--- config.mk ---
export PLATFORM = sky130hd
export DESIGN_NAME = daisy_chain_register_link
export DESIGN_NICKNAME = d
export VERILOG_FILES = /design/src/verilog/daisy_chain_register_link_fix.sv /design/src/verilog/link_pkg.sv /design/src/verilog/daisy_chain_register_link.sv /design/src/verilog/frame_rx.sv
export VERILOG_INCLUDE_DIRS = /design/src /design/src/verilog
export SDC_FILE = /design/constraint.sdc
export NUM_CORES = 1
export LEC_CHECK = 0
export BUFFER_PORTS_ARGS = -buffer_cell sky130_fd_sc_hd__buf_4
export CORE_MARGIN = 4
export CORE_UTILIZATION = 35
export DETAILED_ROUTE_END_ITERATION = 16
export SETUP_SLACK_MARGIN = 0.5
export SYNTH_ARGS = -nofsm -noshare
export SYNTH_HDL_FRONTEND = slang
export SYNTH_HIERARCHICAL = 1
export SYNTH_SLANG_ARGS = --single-unit
--- constraint.sdc ---
create_clock -name clk_i -period 5 [get_ports clk_i]
set_input_delay 1 -clock clk_i [delete_from_list [all_inputs] [get_ports clk_i]]
set_output_delay 1 -clock clk_i [all_outputs]
set_load 0.05 [all_outputs]
--- src/verilog/link_regs.svh ---
// register offsets, field positions, reset values and timing counts of the chain link block
`ifndef LINK_REGS_SVH
`define LINK_REGS_SVH

// apb register byte offsets
`define CTRL_OFS       12'h000
`define MRCFG_OFS      12'h004
`define STAT_OFS       12'h008
`define ERRS_OFS       12'h00C

// control register fields
`define CTRL_ID_MSB    5
`define CTRL_ENUM_BIT  6
`define CTRL_SLEEP_BIT 8

// reset values
`define ID_RST         6'h00
`define MRCFG_RST      6'h01

// identifier codes
`define BCAST_ID       6'h3F
`define DFLT_ID        6'h00

// crc constants
`define CRC8_POLY      8'h1D
`define CRC8_INIT      8'hFF
`define CRC8_XOR       8'hFF
`define CRC3_POLY      3'h3

// timing: clock rate, bit time and reply delay
`define CLK_MHZ        200
`define BIT_NS         500
`define BIT_CYC        ((`BIT_NS * `CLK_MHZ) / 1000)
`define REPLY_TYP_NS   1700
`define REPLY_MAX_NS   3000
`define REPLY_CYC      ((`REPLY_TYP_NS * `CLK_MHZ) / 1000)
`define REPLY_MAX_CYC  ((`REPLY_MAX_NS * `CLK_MHZ) / 1000)

`endif
--- src/verilog/daisy_chain_register_link_fix.sv ---
// intentionally empty: no further design content
`timescale 1ns/1ps
`default_nettype none
`default_nettype wire

--- src/verilog/link_pkg.sv ---
// types shared by the chain link block and its testbench
package link_pkg;

	// command engine states
	typedef enum logic [1:0] {S_HUNT, S_RECV, S_DELAY, S_SEND} cmd_state_t;

	// request to the device register file
	typedef struct packed {
		logic        we;
		logic [7:0]  addr;
		logic [15:0] wdata;
	} reg_req_t;

	// answer of the device register file
	typedef struct packed {
		logic [15:0] rdata;
		logic        crc_bad;
		logic        addr_bad;
		logic        diag_fault;
	} reg_rsp_t;

	// measurement results: 0 primary cell, 1 secondary cell, 2 block, 3 ext temp, 4 int temp, 5 diag resistance
	typedef logic [5:0][15:0] meas_set_t;

endpackage : link_pkg

--- src/verilog/daisy_chain_register_link.sv ---
// chain link command engine: relay, decode, crc check, register access and reply
//
// Overview of operation
// - wake on whichever interface sees activity; it becomes receive, the other transmit
// - direction stays fixed while awake; only sleep and a new wake change it
// - reply starts 1.7 us after the command ends, never later than 3 us
// - every bit arriving on the receive interface is relayed onto the transmit interface
// - a directed write updates one register, only in the addressed device
// - broadcast write: store, swap relay direction for the reply, last node answers
// - frames are start bit, eight data bits msb first, stop bit
// - identifier frame: bit 7 write, bits 5:0 target device
// - all-ones identifier is broadcast and cannot be assigned to a device
// - all-zeros identifier addresses the device only before enumeration
// - address frame selects the register read or written
// - 8-bit crc, poly 0x1d, init and final xor all ones, covers sync onward
// - a crc mismatch discards the command with no reply
// - accepted writes get a reply frame; broadcast writes only from the last node
// - reply frame carries a 3-bit crc, poly x^3+x+1, in bits 2:0
// - reply bits 7:6 zero, 5 register crc error, 4 bad address, 3 diagnostics fault
// - directed and broadcast reads return one register
// - multi-read address returns the results selected in the multi-read config
`timescale 1ns/1ps
`default_nettype none
`include "link_regs.svh"
module daisy_chain_register_link #(
	parameter logic [7:0] SYNC_PAT   = 8'hA5,
	parameter logic [7:0] MREAD_ADDR = 8'h30
) (
	// clock and reset
	input  wire logic               clk_i,
	input  wire logic               rstn_i,
	// apb slave
	input  wire logic        [11:0] paddr_i,
	input  wire logic               psel_i,
	input  wire logic               penable_i,
	input  wire logic               pwrite_i,
	input  wire logic        [31:0] pwdata_i,
	output logic             [31:0] prdata_o,
	output logic                    pready_o,
	output logic                    pslverr_o,
	// serial interfaces
	input  wire logic               uart_rx_i,
	output logic                    uart_tx_o,
	input  wire logic               iso_rx_i,
	output logic                    iso_tx_o,
	// chain position, high on the final node
	input  wire logic               last_node_i,
	// device register file
	output link_pkg::reg_req_t      reg_req_o,
	output logic                    reg_wr_o,
	input  wire link_pkg::reg_rsp_t reg_rsp_i,
	// measurement results
	input  wire link_pkg::meas_set_t meas_i,
	// status
	output logic                    awake_o,
	output logic                    rx_on_iso_o
);
	import link_pkg::*;

	localparam int         RDLY_MAX  = `REPLY_MAX_CYC;
	localparam logic [6:0] BIT_LAST  = 7'(`BIT_CYC - 1);
	localparam logic [9:0] RDLY_LAST = 10'(`REPLY_CYC - 1);

	////////////////////////////////////////////////////////////////////////////////
	// crc helpers

	// 8-bit crc, one byte msb first
	function automatic logic [7:0] crc8_byte(input logic [7:0] c, input logic [7:0] b);
		logic [7:0] r;
		r = c;
		for (int i = 7; i >= 0; i--) begin
			r = {r[6:0], 1'b0} ^ ((r[7] ^ b[i]) ? `CRC8_POLY : 8'h00);
		end
		return r;
	endfunction : crc8_byte

	// 3-bit crc over the five upper reply bits
	function automatic logic [2:0] crc3_bits(input logic [4:0] d);
		logic [2:0] r;
		r = 3'h0;
		for (int i = 4; i >= 0; i--) begin
			r = {r[1:0], 1'b0} ^ ((r[2] ^ d[i]) ? `CRC3_POLY : 3'h0);
		end
		return r;
	endfunction : crc3_bits

	////////////////////////////////////////////////////////////////////////////////
	// state

	logic             awake_q;
	logic             dir_q;        // 1: receive on iso, transmit on uart
	logic             swap_q;
	logic       [5:0] dev_id_q;
	logic             enum_q;
	logic       [5:0] mrcfg_q;
	logic       [7:0] crc_err_q;
	logic       [7:0] cmd_cnt_q;
	logic      [31:0] prdata_q;
	cmd_state_t       st_q;
	logic       [2:0] fcnt_q;
	logic       [7:0] crc_q;
	logic       [7:0] id_q;
	logic       [7:0] addr_q;
	logic      [15:0] data_q;
	logic             reg_wr_q;
	logic       [9:0] dly_q;
	logic [11:0][7:0] tx_mem_q;
	logic       [3:0] tx_len_q;
	logic             tx_crc_q;
	logic       [3:0] tx_idx_q;
	logic       [3:0] tx_bit_q;
	logic       [6:0] tx_tick_q;
	logic       [7:0] tcrc_q;
	logic             uart_tx_q;
	logic             iso_tx_q;

	////////////////////////////////////////////////////////////////////////////////
	// apb decode

	wire        apb_acc  = psel_i & penable_i;
	wire        apb_wr   = apb_acc & pwrite_i;
	wire        hit_ctrl = paddr_i == `CTRL_OFS;
	wire        hit_mcfg = paddr_i == `MRCFG_OFS;
	wire        hit_stat = paddr_i == `STAT_OFS;
	wire        hit_errs = paddr_i == `ERRS_OFS;
	wire        mapped   = hit_ctrl | hit_mcfg | hit_stat | hit_errs;
	wire        sleep_rq = apb_wr & hit_ctrl & pwdata_i[`CTRL_SLEEP_BIT];
	wire  [5:0] new_id   = pwdata_i[`CTRL_ID_MSB:0];
	wire [31:0] rd_mux   = hit_ctrl ? {25'h0, enum_q, dev_id_q} :
	                       hit_mcfg ? {26'h0, mrcfg_q} :
	                       hit_stat ? {28'h0, st_q != S_HUNT, swap_q, dir_q, awake_q} :
	                       hit_errs ? {16'h0, cmd_cnt_q, crc_err_q} : 32'h0000_0000;

	assign pready_o  = 1'b1;
	assign pslverr_o = apb_acc & !mapped;
	assign prdata_o  = prdata_q;

	// read data captured in the setup cycle; identifier and multi-read config writes
	always_ff @(posedge clk_i or negedge rstn_i) begin
		if (!rstn_i) begin
			prdata_q <= 32'h0000_0000;
			dev_id_q <= `ID_RST;
			enum_q   <= 1'b0;
			mrcfg_q  <= `MRCFG_RST;
		end else begin
			if (psel_i && !penable_i)
				prdata_q <= rd_mux;
			if (apb_wr && hit_ctrl && new_id != `BCAST_ID) begin
				dev_id_q <= new_id;
				enum_q   <= pwdata_i[`CTRL_ENUM_BIT];
			end
			if (apb_wr && hit_mcfg)
				mrcfg_q <= pwdata_i[5:0];
		end
	end

	////////////////////////////////////////////////////////////////////////////////
	// wake, direction and relay paths

	wire rx_line   = dir_q ? iso_rx_i : uart_rx_i;
	wire back_line = dir_q ? uart_rx_i : iso_rx_i;
	wire wake_evt  = !awake_q && (!uart_rx_i || !iso_rx_i);

	// direction latched only at wake-up
	always_ff @(posedge clk_i or negedge rstn_i) begin
		if (!rstn_i) begin
			awake_q <= 1'b0;
			dir_q   <= 1'b0;
		end else if (wake_evt) begin
			awake_q <= 1'b1;
			dir_q   <= !iso_rx_i;
		end else if (sleep_rq) begin
			awake_q <= 1'b0;
		end
	end

	logic rx_valid;
	logic back_valid;
	logic [7:0] rx_byte;

	// command receiver on the receive interface
	frame_rx u_cmd_rx (
		.clk_i   (clk_i),
		.rstn_i  (rstn_i),
		.en_i    (awake_q),
		.line_i  (rx_line),
		.byte_o  (rx_byte),
		.valid_o (rx_valid)
	);

	// watches the returning reply while the relay is swapped
	frame_rx u_back_rx (
		.clk_i   (clk_i),
		.rstn_i  (rstn_i),
		.en_i    (swap_q),
		.line_i  (back_line),
		.byte_o  (),
		.valid_o (back_valid)
	);

	////////////////////////////////////////////////////////////////////////////////
	// command decode

	wire       is_wr      = id_q[7];
	wire [5:0] tid        = id_q[5:0];
	wire       is_bcast   = tid == `BCAST_ID;
	wire       is_mine    = tid == dev_id_q && !(tid == `DFLT_ID && enum_q) && !is_bcast;
	wire       last_frame = fcnt_q == (is_wr ? 3'd5 : 3'd3);
	wire       take       = st_q == S_RECV && rx_valid && last_frame;
	wire       crc_ok     = (crc_q ^ `CRC8_XOR) == rx_byte;
	wire       crc_bad    = take && !crc_ok;
	wire       exec       = take && crc_ok && (is_mine || is_bcast);
	wire       want_reply = exec && (!is_wr || is_mine || last_node_i);
	wire       set_swap   = exec && is_wr && is_bcast && !last_node_i;

	// write reply byte: status bits over a 3-bit crc
	wire [4:0] wr_status = {2'b00, reg_rsp_i.crc_bad, reg_rsp_i.addr_bad, reg_rsp_i.diag_fault};
	wire [7:0] wr_reply  = {wr_status, crc3_bits(wr_status)};

	// multi-read: selected results packed back to back
	logic [11:0][7:0] pack_d;
	logic       [3:0] pack_n;
	always_comb begin
		pack_d = '0;
		pack_n = 4'h0;
		for (int i = 0; i < 6; i++) begin
			if (mrcfg_q[i]) begin
				pack_d[pack_n]               = meas_i[i][15:8];
				pack_d[4'(pack_n + 4'h1)]    = meas_i[i][7:0];
				pack_n                       = pack_n + 4'h2;
			end
		end
	end

	wire is_mread = addr_q == MREAD_ADDR;

	////////////////////////////////////////////////////////////////////////////////
	// transmit byte and bit selection

	wire [3:0] tx_last  = tx_crc_q ? tx_len_q : 4'(tx_len_q - 4'h1);
	wire [7:0] cur_byte = (tx_idx_q == tx_len_q) ? (tcrc_q ^ `CRC8_XOR) : tx_mem_q[tx_idx_q];
	wire       bit_val  = (tx_bit_q == 4'h0) ? 1'b0 :
	                      (tx_bit_q == 4'h9) ? 1'b1 : cur_byte[3'(4'd8 - tx_bit_q)];
	wire       own_tx   = (st_q == S_SEND) ? bit_val : (swap_q ? back_line : 1'b1);

	////////////////////////////////////////////////////////////////////////////////
	// command engine

	// sync hunt, frame collection and reply sequencing
	always_ff @(posedge clk_i or negedge rstn_i) begin
		if (!rstn_i) begin
			st_q   <= S_HUNT;
			fcnt_q <= 3'h0;
			crc_q  <= `CRC8_INIT;
			dly_q  <= 10'h000;
		end else if (!awake_q) begin
			st_q <= S_HUNT;
		end else begin
			unique case (st_q)
				S_HUNT: if (rx_valid && rx_byte == SYNC_PAT) begin
					crc_q  <= crc8_byte(`CRC8_INIT, rx_byte);
					fcnt_q <= 3'h1;
					st_q   <= S_RECV;
				end
				S_RECV: if (rx_valid) begin
					fcnt_q <= fcnt_q + 3'h1;
					crc_q  <= crc8_byte(crc_q, rx_byte);
					dly_q  <= 10'h000;
					if (last_frame)
						st_q <= want_reply ? S_DELAY : S_HUNT;
				end
				S_DELAY: begin
					dly_q <= dly_q + 10'h001;
					if (dly_q == RDLY_LAST)
						st_q <= S_SEND;
				end
				S_SEND: if (tx_tick_q == 7'h00 && tx_bit_q == 4'h9 && tx_idx_q == tx_last)
					st_q <= S_HUNT;
			endcase
		end
	end

	// command fields by frame position
	always_ff @(posedge clk_i or negedge rstn_i) begin
		if (!rstn_i) begin
			id_q   <= 8'h00;
			addr_q <= 8'h00;
			data_q <= 16'h0000;
		end else if (st_q == S_RECV && rx_valid) begin
			unique case (fcnt_q)
				3'd1:    id_q         <= rx_byte;
				3'd2:    addr_q       <= rx_byte;
				3'd3:    data_q[15:8] <= rx_byte;
				3'd4:    data_q[7:0]  <= rx_byte;
				default: ;
			endcase
		end
	end

	// reply image loaded when the command is executed
	always_ff @(posedge clk_i or negedge rstn_i) begin
		if (!rstn_i) begin
			tx_mem_q <= '0;
			tx_len_q <= 4'h0;
			tx_crc_q <= 1'b0;
		end else if (exec) begin
			tx_crc_q <= !is_wr;
			if (is_wr) begin
				tx_mem_q    <= '0;
				tx_mem_q[0] <= wr_reply;
				tx_len_q    <= 4'h1;
			end else if (is_mread) begin
				tx_mem_q <= pack_d;
				tx_len_q <= pack_n;
			end else begin
				tx_mem_q    <= '0;
				tx_mem_q[0] <= reg_rsp_i.rdata[15:8];
				tx_mem_q[1] <= reg_rsp_i.rdata[7:0];
				tx_len_q    <= 4'h2;
			end
		end
	end

	// bit timer and byte index of the reply
	always_ff @(posedge clk_i or negedge rstn_i) begin
		if (!rstn_i) begin
			tx_idx_q  <= 4'h0;
			tx_bit_q  <= 4'h0;
			tx_tick_q <= 7'h00;
			tcrc_q    <= `CRC8_INIT;
		end else if (st_q != S_SEND) begin
			tx_idx_q  <= 4'h0;
			tx_bit_q  <= 4'h0;
			tx_tick_q <= BIT_LAST;
			tcrc_q    <= `CRC8_INIT;
		end else if (tx_tick_q != 7'h00) begin
			tx_tick_q <= tx_tick_q - 7'h01;
		end else begin
			tx_tick_q <= BIT_LAST;
			if (tx_bit_q != 4'h9) begin
				tx_bit_q <= tx_bit_q + 4'h1;
			end else begin
				tx_bit_q <= 4'h0;
				tx_idx_q <= tx_idx_q + 4'h1;
				tcrc_q   <= crc8_byte(tcrc_q, cur_byte);
			end
		end
	end

	// register write strobe, relay swap and counters
	always_ff @(posedge clk_i or negedge rstn_i) begin
		if (!rstn_i) begin
			reg_wr_q  <= 1'b0;
			swap_q    <= 1'b0;
			crc_err_q <= 8'h00;
			cmd_cnt_q <= 8'h00;
		end else begin
			reg_wr_q <= exec && is_wr;
			if (set_swap)
				swap_q <= 1'b1;
			else if (back_valid || !awake_q)
				swap_q <= 1'b0;
			if (crc_bad)
				crc_err_q <= crc_err_q + 8'h01;
			if (exec)
				cmd_cnt_q <= cmd_cnt_q + 8'h01;
		end
	end

	// pin drivers: relay forward, reply or swapped relay backward
	always_ff @(posedge clk_i or negedge rstn_i) begin
		if (!rstn_i) begin
			uart_tx_q <= 1'b1;
			iso_tx_q  <= 1'b1;
		end else begin
			uart_tx_q <= !awake_q || (dir_q ? rx_line : own_tx);
			iso_tx_q  <= !awake_q || (dir_q ? own_tx : rx_line);
		end
	end

	assign uart_tx_o   = uart_tx_q;
	assign iso_tx_o    = iso_tx_q;
	assign reg_req_o   = {is_wr, addr_q, data_q};
	assign reg_wr_o    = reg_wr_q;
	assign awake_o     = awake_q;
	assign rx_on_iso_o = dir_q;

	////////////////////////////////////////////////////////////////////////////////
	// checks

	dir_fixed_a : assert property (@(posedge clk_i) disable iff (!rstn_i)
		awake_q && $past(awake_q) |-> $stable(dir_q))
		else $error("direction changed while awake");

	wake_iso_a : assert property (@(posedge clk_i) disable iff (!rstn_i)
		!awake_q && !iso_rx_i |=> awake_q && dir_q)
		else $error("wake on iso did not make iso the receive side");

	reply_delay_a : assert property (@(posedge clk_i) disable iff (!rstn_i)
		$rose(st_q == S_DELAY) && awake_q |-> (st_q == S_DELAY) [*8] ##[1:RDLY_MAX] st_q == S_SEND)
		else $error("reply start outside delay window");

	relay_fwd_a : assert property (@(posedge clk_i) disable iff (!rstn_i)
		awake_q && !dir_q |=> iso_tx_o == $past(uart_rx_i))
		else $error("receive line not relayed forward");

	write_once_a : assert property (@(posedge clk_i) disable iff (!rstn_i)
		reg_wr_o |-> is_wr && (is_mine || is_bcast) ##1 !reg_wr_o)
		else $error("register write not single or not addressed");

	swap_cause_a : assert property (@(posedge clk_i) disable iff (!rstn_i)
		$rose(swap_q) |-> $past(is_bcast && is_wr && !last_node_i))
		else $error("relay swapped without broadcast write");

	start_bit_a : assert property (@(posedge clk_i) disable iff (!rstn_i)
		awake_q && st_q == S_SEND && tx_bit_q == 4'h0 |=> !(dir_q ? iso_tx_o : uart_tx_o))
		else $error("reply start bit not low");

	crc_drop_a : assert property (@(posedge clk_i) disable iff (!rstn_i)
		crc_bad |=> st_q == S_HUNT && !reg_wr_o)
		else $error("bad crc command not discarded");

	id_enum_a : assert property (@(posedge clk_i) disable iff (!rstn_i)
		reg_wr_o && tid == `DFLT_ID |-> !enum_q || dev_id_q == `DFLT_ID && !enum_q)
		else $error("default identifier accepted after enumeration");

endmodule : daisy_chain_register_link
`default_nettype wire

--- src/verilog/frame_rx.sv ---
// serial byte receiver: start bit, eight data bits msb first, stop bit
`timescale 1ns/1ps
`default_nettype none
`include "link_regs.svh"
module frame_rx (
	// clock and reset
	input  wire logic       clk_i,
	input  wire logic       rstn_i,
	// line
	input  wire logic       en_i,
	input  wire logic       line_i,
	// received byte
	output logic      [7:0] byte_o,
	output logic            valid_o
);

	localparam logic [6:0] BIT_LAST = 7'(`BIT_CYC - 1);
	localparam logic [6:0] BIT_HALF = 7'(`BIT_CYC / 2);

	logic       busy_q;
	logic [3:0] bit_q;
	logic [6:0] tick_q;
	logic [7:0] shift_q;

	// bit sampler, centred on each bit
	always_ff @(posedge clk_i or negedge rstn_i) begin
		if (!rstn_i) begin
			busy_q  <= 1'b0;
			bit_q   <= 4'h0;
			tick_q  <= 7'h00;
			shift_q <= 8'h00;
			valid_o <= 1'b0;
		end else begin
			valid_o <= 1'b0;
			if (!en_i) begin
				busy_q <= 1'b0;
			end else if (!busy_q) begin
				if (!line_i) begin
					busy_q <= 1'b1;
					bit_q  <= 4'h0;
					tick_q <= BIT_HALF;
				end
			end else if (tick_q != 7'h00) begin
				tick_q <= tick_q - 7'h01;
			end else begin
				tick_q <= BIT_LAST;
				if (bit_q == 4'h0) begin
					busy_q <= !line_i;     // start bit gone: glitch
					bit_q  <= 4'h1;
				end else if (bit_q != 4'h9) begin
					shift_q <= {shift_q[6:0], line_i};
					bit_q   <= bit_q + 4'h1;
				end else begin
					busy_q  <= 1'b0;
					valid_o <= line_i;     // framing error drops the byte
				end
			end
		end
	end

	assign byte_o = shift_q;

endmodule : frame_rx
`default_nettype wire

==> results by group, run 1 <==
Status
  – Status: complete, no violations

Setup path
  – Critical path, cell by cell: inv_1, fa_1, inv_1, ha_1, nand2b_1, o21a_1, ha_1, nand2_1, xnor3_1, nand2b_1, nor3b_2, buf_4, buf_4, o311ai_0, o211ai_1, a21oi_1
  – CP Capture Type: register
  – Crit path DAT: 4700 ps
  – Critical path peak fanout: 19
  – Critical path origin: mrcfg_q[0]$_DFFE_PN1P_
  – Worst r2r src: mrcfg_q[0]$_DFFE_PN1P_
  – CP Launch Type: register
  – CP Buf/Inv Count: 4
  – CP max stage cell: fa_1
  – Critical Path Max Stage Delay: around 640 ps
  – Critical path type: reg -> reg
  – Critical path's top delay family: adder cells
  – Worst path required time: 5520 ps

Global route
  – Initial antenna violation count: 0
  – Vias in the first global route: between 10000 and 15000
  – Grt total ovfl: 0
  – Tot GR Track Use: 20.9%
  – First-pass GRT wire length: 84300 µm
  – Pin count of the biggest net entering global routing: roughly 120

STA
  – Final setup viols: 0
  – Relative slew slack: between 30 and 40%
  – Worst-Margin Slew: between 1000 and 1500 ps
  – Crit path time final: 4170 ps
  – Fin. max-slew vios: 0
  – Ratio of final minimum period to clock period: a little over four fifths
  – Hold Vio Cnt, Final: 0
  – Max Clk Rate: 0.240 GHz
  – RSZ-0062 raised after global routing: no
  – Clk_skew: approximately 26 ps
  – Fin Hold WS: about 420 ps
  – Fin Setup TNS: 0 ps

Final layout
  – Layout cells sized above 1: slightly below 20%
  – Leading cell types in the layout, fill and taps excluded: 244 x dfrtp_1, 239 x nand2_1, 225 x buf_4, 199 x nor2_1, 159 x a21oi_1
  – Most common cell after layout, fill and taps aside: dfrtp_1
  – P&R area growth vs syn: 18.1%
  – Post-route insts no fill: ~2600
  – Fin util: between 40% and 50%
  – N_diodes: 0
  – Filler cells: approximately 4700
  – NumNets Final: between 2000 and 2500

Power
  – Net Sw Frac: between 20% and 30%
  – Clock share of power: 45.0%
  – Worst VDD drop: about 220 µV
  – Total power: ~5.3 mW
  – PwrDens: roughly 270 nW/µm²
  – Seq pwr share: 43.2%
  – Pint: about 3.9 mW
  – LEAKAGE: 8.72 nW
  – Psw: between 1 and 1.5 mW
  – Comb pwr share: a little under an eighth

Placed design
  – # port buffers: roughly 190
  – HPWL Detailed: ~41000 µm
  – Placed cell count: around 2600
  – RD Place Congestion: between 0.9 and 1

Synthesis
  – Mapped Cells: around 1900
  – Synth warn: 6
  – Netlist Area Pre-Place: ~17000 µm²
  – Syn_area_per_cell: roughly 8.9 µm²

Clock tree
  – Clock Tree Buf Depth: 3
  – Total CTS buffers: 30
  – # resized after CTS: 0
  – Hold_buf cts: 0
  – H-tree levels: 1
  – CTS tree: done
  – # clock sinks: approximately 260
  – Clk_lat worst skew: about 600 ps
  – Root buf cell: clkbuf_16
  – Post CTS Setup Buffer Count: 0
  – Clock-pin slew on the worst setup and hold paths: 60 ps

Detailed routing
  – DR pass1 iterations: 5
  – Total Wirelength: 55200 µm
  – Initial drt markers: ~1100
  – Wire per inst: 20.9 µm
  – DRC: 0
  – Via count: roughly 15000
  – DRT antenna net count: 0
  – Via density: roughly 5.6

Floorplan
  – DIE WIDTH: between 200 and 250 µm
  – Initial Util: a little over a third
  – Rows: a little under 80
  – Std-Cell Core Area: roughly 47000 µm²
  – Top Ports: 231
  – Die ar.: just over 50000 µm²
  – Die Span Y: ~230 µm

Hold path
  – HP Class: in -> async

Run
  – Max-cap violations: 0
## final cells by class
cell class,count,area [µm²],area share [%]
Sequential cell,263,6610,33.5
Clock buffer,38,821,4.16
Timing Repair Buffer,227,1720,8.74
Multi-Input combinational cell,1460,9440,47.8
Clock inverter,18,251,1.27
Inverter,35,131,0.666
Tap cell,607,759,3.85
## per-stage QoR
stage          instance area [µm²]  setup WS [ps]
2_1_floorplan                16800            765
3_3_place_gp                 18700            944
3_5_place_dp                 18700            837
4_1_cts                      19700            829
5_1_grt                      19700            558
6_report                     19700            828
## worst reg2reg max path, cell delays in order, from the launching register on
cell	delay, ps
dfstp_2	530
inv_1	90
fa_1	640
inv_1	110
ha_1	290
nand2b_1	160
o21a_1	140
ha_1	190
nand2_1	70
xnor3_1	200
nand2b_1	250
nor3b_2	90
buf_4	220
buf_4	210
o311ai_0	560
o211ai_1	200
a21oi_1	160
## power by group through the flow
stage                     clock, mW  sequential [mW]  combinational (mW)
final                          2.37             2.28               0.626
after floorplan                   0             2.29               0.345
after detailed placement          0             2.31               0.622
after global routing           2.50             2.29               0.689
after CTS                      2.42             2.28               0.624
after global placement            0             2.31               0.605
## state kept, by name, indices dropped and copies added (netlist names), 10 cells and up
name      count
data_q       16
dly_q        10
tx_mem_q     96
prdata_o     16
## per-layer routing
metal  wire [µm]  track usage (%)  vias up
met3        4000             3.51      104
met4        1560             6.13        0
li1            -                -     7012
met5           0                0        -
met1       25200             30.3     7250
met2       24500             32.1      587
## path summary, 6_finish.rpt
path                                            endpoint  slack, ps  cells past startpoint
worst min register to register        swap_q$_DFFE_PN0P_        450                      1
min in group clk_i                    swap_q$_DFFE_PN0P_        450                      1
worst max-delay path             tx_mem_q[5]$_DFFE_PN0N_        830                     16
worst min-delay path            tx_mem_q[80]$_DFFE_PN0N_        420                      1
max in group asynchronous           crc_q[3]$_DFFE_PN1P_       3410                      2
worst max register to register   tx_mem_q[5]$_DFFE_PN0N_        830                     16
No activity file was read; power rests on OpenSTA's default activity.
==> run 2, diff against run 1 <==
==> constraint.sdc (replaced) <==
create_clock -name clk_i -period 3.8 [get_ports clk_i]
set_input_delay 0.76 -clock clk_i [delete_from_list [all_inputs] [get_ports clk_i]]
set_output_delay 0.76 -clock clk_i [all_outputs]
set_load 0.05 [all_outputs]
==> run 2 against run 1 <==
Against the previous run: first-iteration DRC count is 37% higher; sequential power is 31% higher; clock power is 27% higher; die area stayed put; critical path type unchanged; largest power group unchanged.
==> results by group, run 2 (synthesized netlist as in run 1, its figures left out) <==
Clock tree
  – Clock Tree Buf Depth: 3 (unchanged)
  – Root buf cell: clkbuf_16 (unchanged)
  – Clock-pin slew on the worst setup and hold paths: 70 ps (was 60 ps)
  – Total CTS buffers: 30 (unchanged)
  – H-tree levels: 1 (unchanged)
  – # clock sinks: 263 (unchanged)
  – Clk_lat worst skew: 590 ps (was 600 ps)
  – Hold_buf cts: 0 (unchanged)
  – CTS tree: done (unchanged)

Detailed routing
  – Total Wirelength: 58200 µm (was 55200 µm)
  – Via density: 5.77 (was 5.65)
  – DR pass1 iterations: 6 (was 5)
  – Initial drt markers: 1518 (was 1105)
  – Wire per inst: 21.5 µm (was 20.9 µm)
  – Via count: 15600 (was 15000)
  – DRC: 0 (unchanged)
  – DRT antenna net count: 0 (unchanged)

STA
  – RSZ-0062 raised after global routing: yes (was no)
  – Relative slew slack: 32.5% (was 32.0%)
  – Max Clk Rate: 0.279 GHz (was 0.240 GHz)
  – Fin. max-slew vios: 0 (unchanged)
  – Final setup viols: 0 (unchanged)
  – Hold Vio Cnt, Final: 0 (unchanged)
  – Fin Hold WS: 216 ps (was 419 ps)
  – Ratio of final minimum period to clock period: 94.5% (was 83.4%)
  – Worst-Margin Slew: 1010 ps (was 1020 ps)
  – Crit path time final: 3590 ps (was 4170 ps)
  – Fin Setup TNS: 0 ps (unchanged)
  – Clk_skew: 29.8 ps (was 26.2 ps)

Global route
  – M3 GR Usage: 3.39% (was 3.51%)
  – Top Usage Layer GRT: met1 (was met2)
  – Initial antenna violation count: 0 (unchanged)
  – Grt total ovfl: 0 (unchanged)
  – Pin count of the biggest net entering global routing: 100 (was 118)
  – First-pass GRT wire length: 90200 µm (was 84300 µm)
  – M1 GR Usage: 33.5% (was 30.3%)
  – Met2 GRT Util: 32.4% (was 32.1%)
  – Vias in the first global route: 15000 (was 14300)
  – Tot GR Track Use: 22.2% (was 20.9%)

Floorplan
  – Initial Util: 35.7% (unchanged)
  – Top Ports: 231 (unchanged)
  – DIE WIDTH: 226 µm (unchanged)
  – Std-Cell Core Area: 46900 µm² (unchanged)
  – Die ar.: 51300 µm² (unchanged)
  – Rows: 79 (unchanged)
  – Die Span Y: 226 µm (unchanged)

Setup path
  – CP Buf/Inv Count: 6 (was 4)
  – Critical path peak fanout: 8 (was 19)
  – Critical Path Max Stage Delay: 570 ps (was 640 ps)
  – Critical path type: reg -> reg (unchanged)
  – CP Capture Type: register (unchanged)
  – Critical path, cell by cell: inv_4, fa_2, inv_2, ha_4, nand2b_4, o21a_1, ha_2, nand2_2, xnor3_1, nand2b_4, nor3b_4, buf_4, buf_6, buf_16, buf_4, a211oi_2, o31ai_1 (was inv_1, fa_1, inv_1, ha_1, nand2b_1, o21a_1, ha_1, nand2_1, xnor3_1, nand2b_1, nor3b_2, buf_4, buf_4, o311ai_0, o211ai_1, a21oi_1)
  – Critical path's top delay family: adder cells (unchanged)
  – CP Launch Type: register (unchanged)
  – R2R setup slack: 210 ps (was 830 ps)
  – Worst path required time: 4270 ps (was 5520 ps)
  – Crit path DAT: 4060 ps (was 4700 ps)
  – Reg-to-Reg End: tx_mem_q[14]$_DFFE_PN0N_ (was tx_mem_q[5]$_DFFE_PN0N_)
  – Worst r2r src: mrcfg_q[0]$_DFFE_PN1P_ (unchanged)
  – Worst Reg-to-Reg Cells: 17 (was 16)
  – CP max stage cell: dfstp_2 (was fa_1)

Hold path
  – HP Class: in -> async (unchanged)

Placed design
  – Dpl cell area: 19000 µm² (was 18700 µm²)
  – HPWL Detailed: 41400 µm (was 40700 µm)
  – RD Place Congestion: 0.933 (was 0.983)
  – Placed cell count: 2611 (was 2592)
  – # port buffers: 189 (unchanged)

Final layout
  – Layout cells sized above 1: 26.7% (was 19.7%)
  – Post-route insts no fill: 2705 (was 2648)
  – Max reg flops: 96 (unchanged)
  – Leading cell types in the layout, fill and taps excluded: 250 x buf_4, 242 x dfrtp_1, 235 x nand2_1, 196 x nor2_1, 123 x o21ai_0 (was 244 x dfrtp_1, 239 x nand2_1, 225 x buf_4, 199 x nor2_1, 159 x a21oi_1)
  – N_diodes: 0 (unchanged)
  – Fin util: 45.1% (was 42.1%)
  – Reg with most FFs: tx_mem_q (unchanged)
  – NumNets Final: 2274 (was 2217)
  – Most common cell after layout, fill and taps aside: buf_4 (was dfrtp_1)
  – Filler cells: 4548 (was 4673)
  – P&R area growth vs syn: 26.5% (was 18.1%)
  – Post-route cell area: 21100 µm² (was 19700 µm²)

Status
  – Status: complete, no violations (unchanged)

Power
  – LEAKAGE: 9.20 nW (was 8.72 nW)
  – PwrDens: 324 nW/µm² (was 267 nW/µm²)
  – Worst VDD drop: 296 µV (was 221 µV)

Run
  – Max-cap violations: 0 (unchanged)
run 2: worst max path at each step:
stage / startpoint / to / slack [ps] / cells after the start
after detailed placement: mrcfg_q[0]$_DFFE_PN1P_ / tx_mem_q[89]$_DFFE_PN0N_ / 150 / 12
after floorplan: mrcfg_q[2]$_DFFE_PN0P_ / tx_mem_q[0]$_DFFE_PN0N_ / 360 / 19
after global routing: mrcfg_q[0]$_DFFE_PN1P_ / tx_mem_q[14]$_DFFE_PN0N_ / 70 / 17
final: mrcfg_q[0]$_DFFE_PN1P_ / tx_mem_q[14]$_DFFE_PN0N_ / 210 / 17
after CTS: mrcfg_q[0]$_DFFE_PN1P_ / tx_mem_q[11]$_DFFE_PN0N_ / 250 / 17
after global placement: mrcfg_q[0]$_DFFE_PN1P_ / tx_mem_q[89]$_DFFE_PN0N_ / 230 / 12
run 2: final cells by class:
type / instances / area (µm²) / area share [%]
Timing Repair Buffer: 284 / 2560 / 12.1
Sequential cell: 263 / 6610 / 31.3
Clock inverter: 16 / 195 / 0.923
Multi-Input combinational cell: 1460 / 10000 / 47.5
Inverter: 35 / 136 / 0.645
Tap cell: 607 / 759 / 3.59
Clock buffer: 40 / 838 / 3.97
run 2: routing by layer:
metal	up-vias	wire, µm	share of wire, %
met3	113	4380	7.5
met2	715	25100	43
met4	0	2170	3.7
met5	-	0	0
li1	7136	-	-
met1	7643	26500	46
run 2: per-stage QoR:
stage               power, mW  setup WS [ps]
floorplan                3.47            362
global placement         3.83            230
detailed placement       3.85            150
CTS                      6.88            248
global route             7.11           68.4
finish                   6.84            210
run 2: timing repair:
| action | CTS | global route |
|---|---|---|
| pin swaps | 17 | 13 |
| setup buffers | 21 | 5 |
| gates cloned | 11 | 1 |
| resized for setup | 96 | 50 |
| endpoints found under the setup margin | 92 | 102 |
run 2: power breakdown:
part / total (mW) / internal, mW / switching, mW
clock network: 3.00 / 1.76 / 1.24
logic: 0.849 / 0.344 / 0.504
registers: 2.99 / 2.88 / 0.109
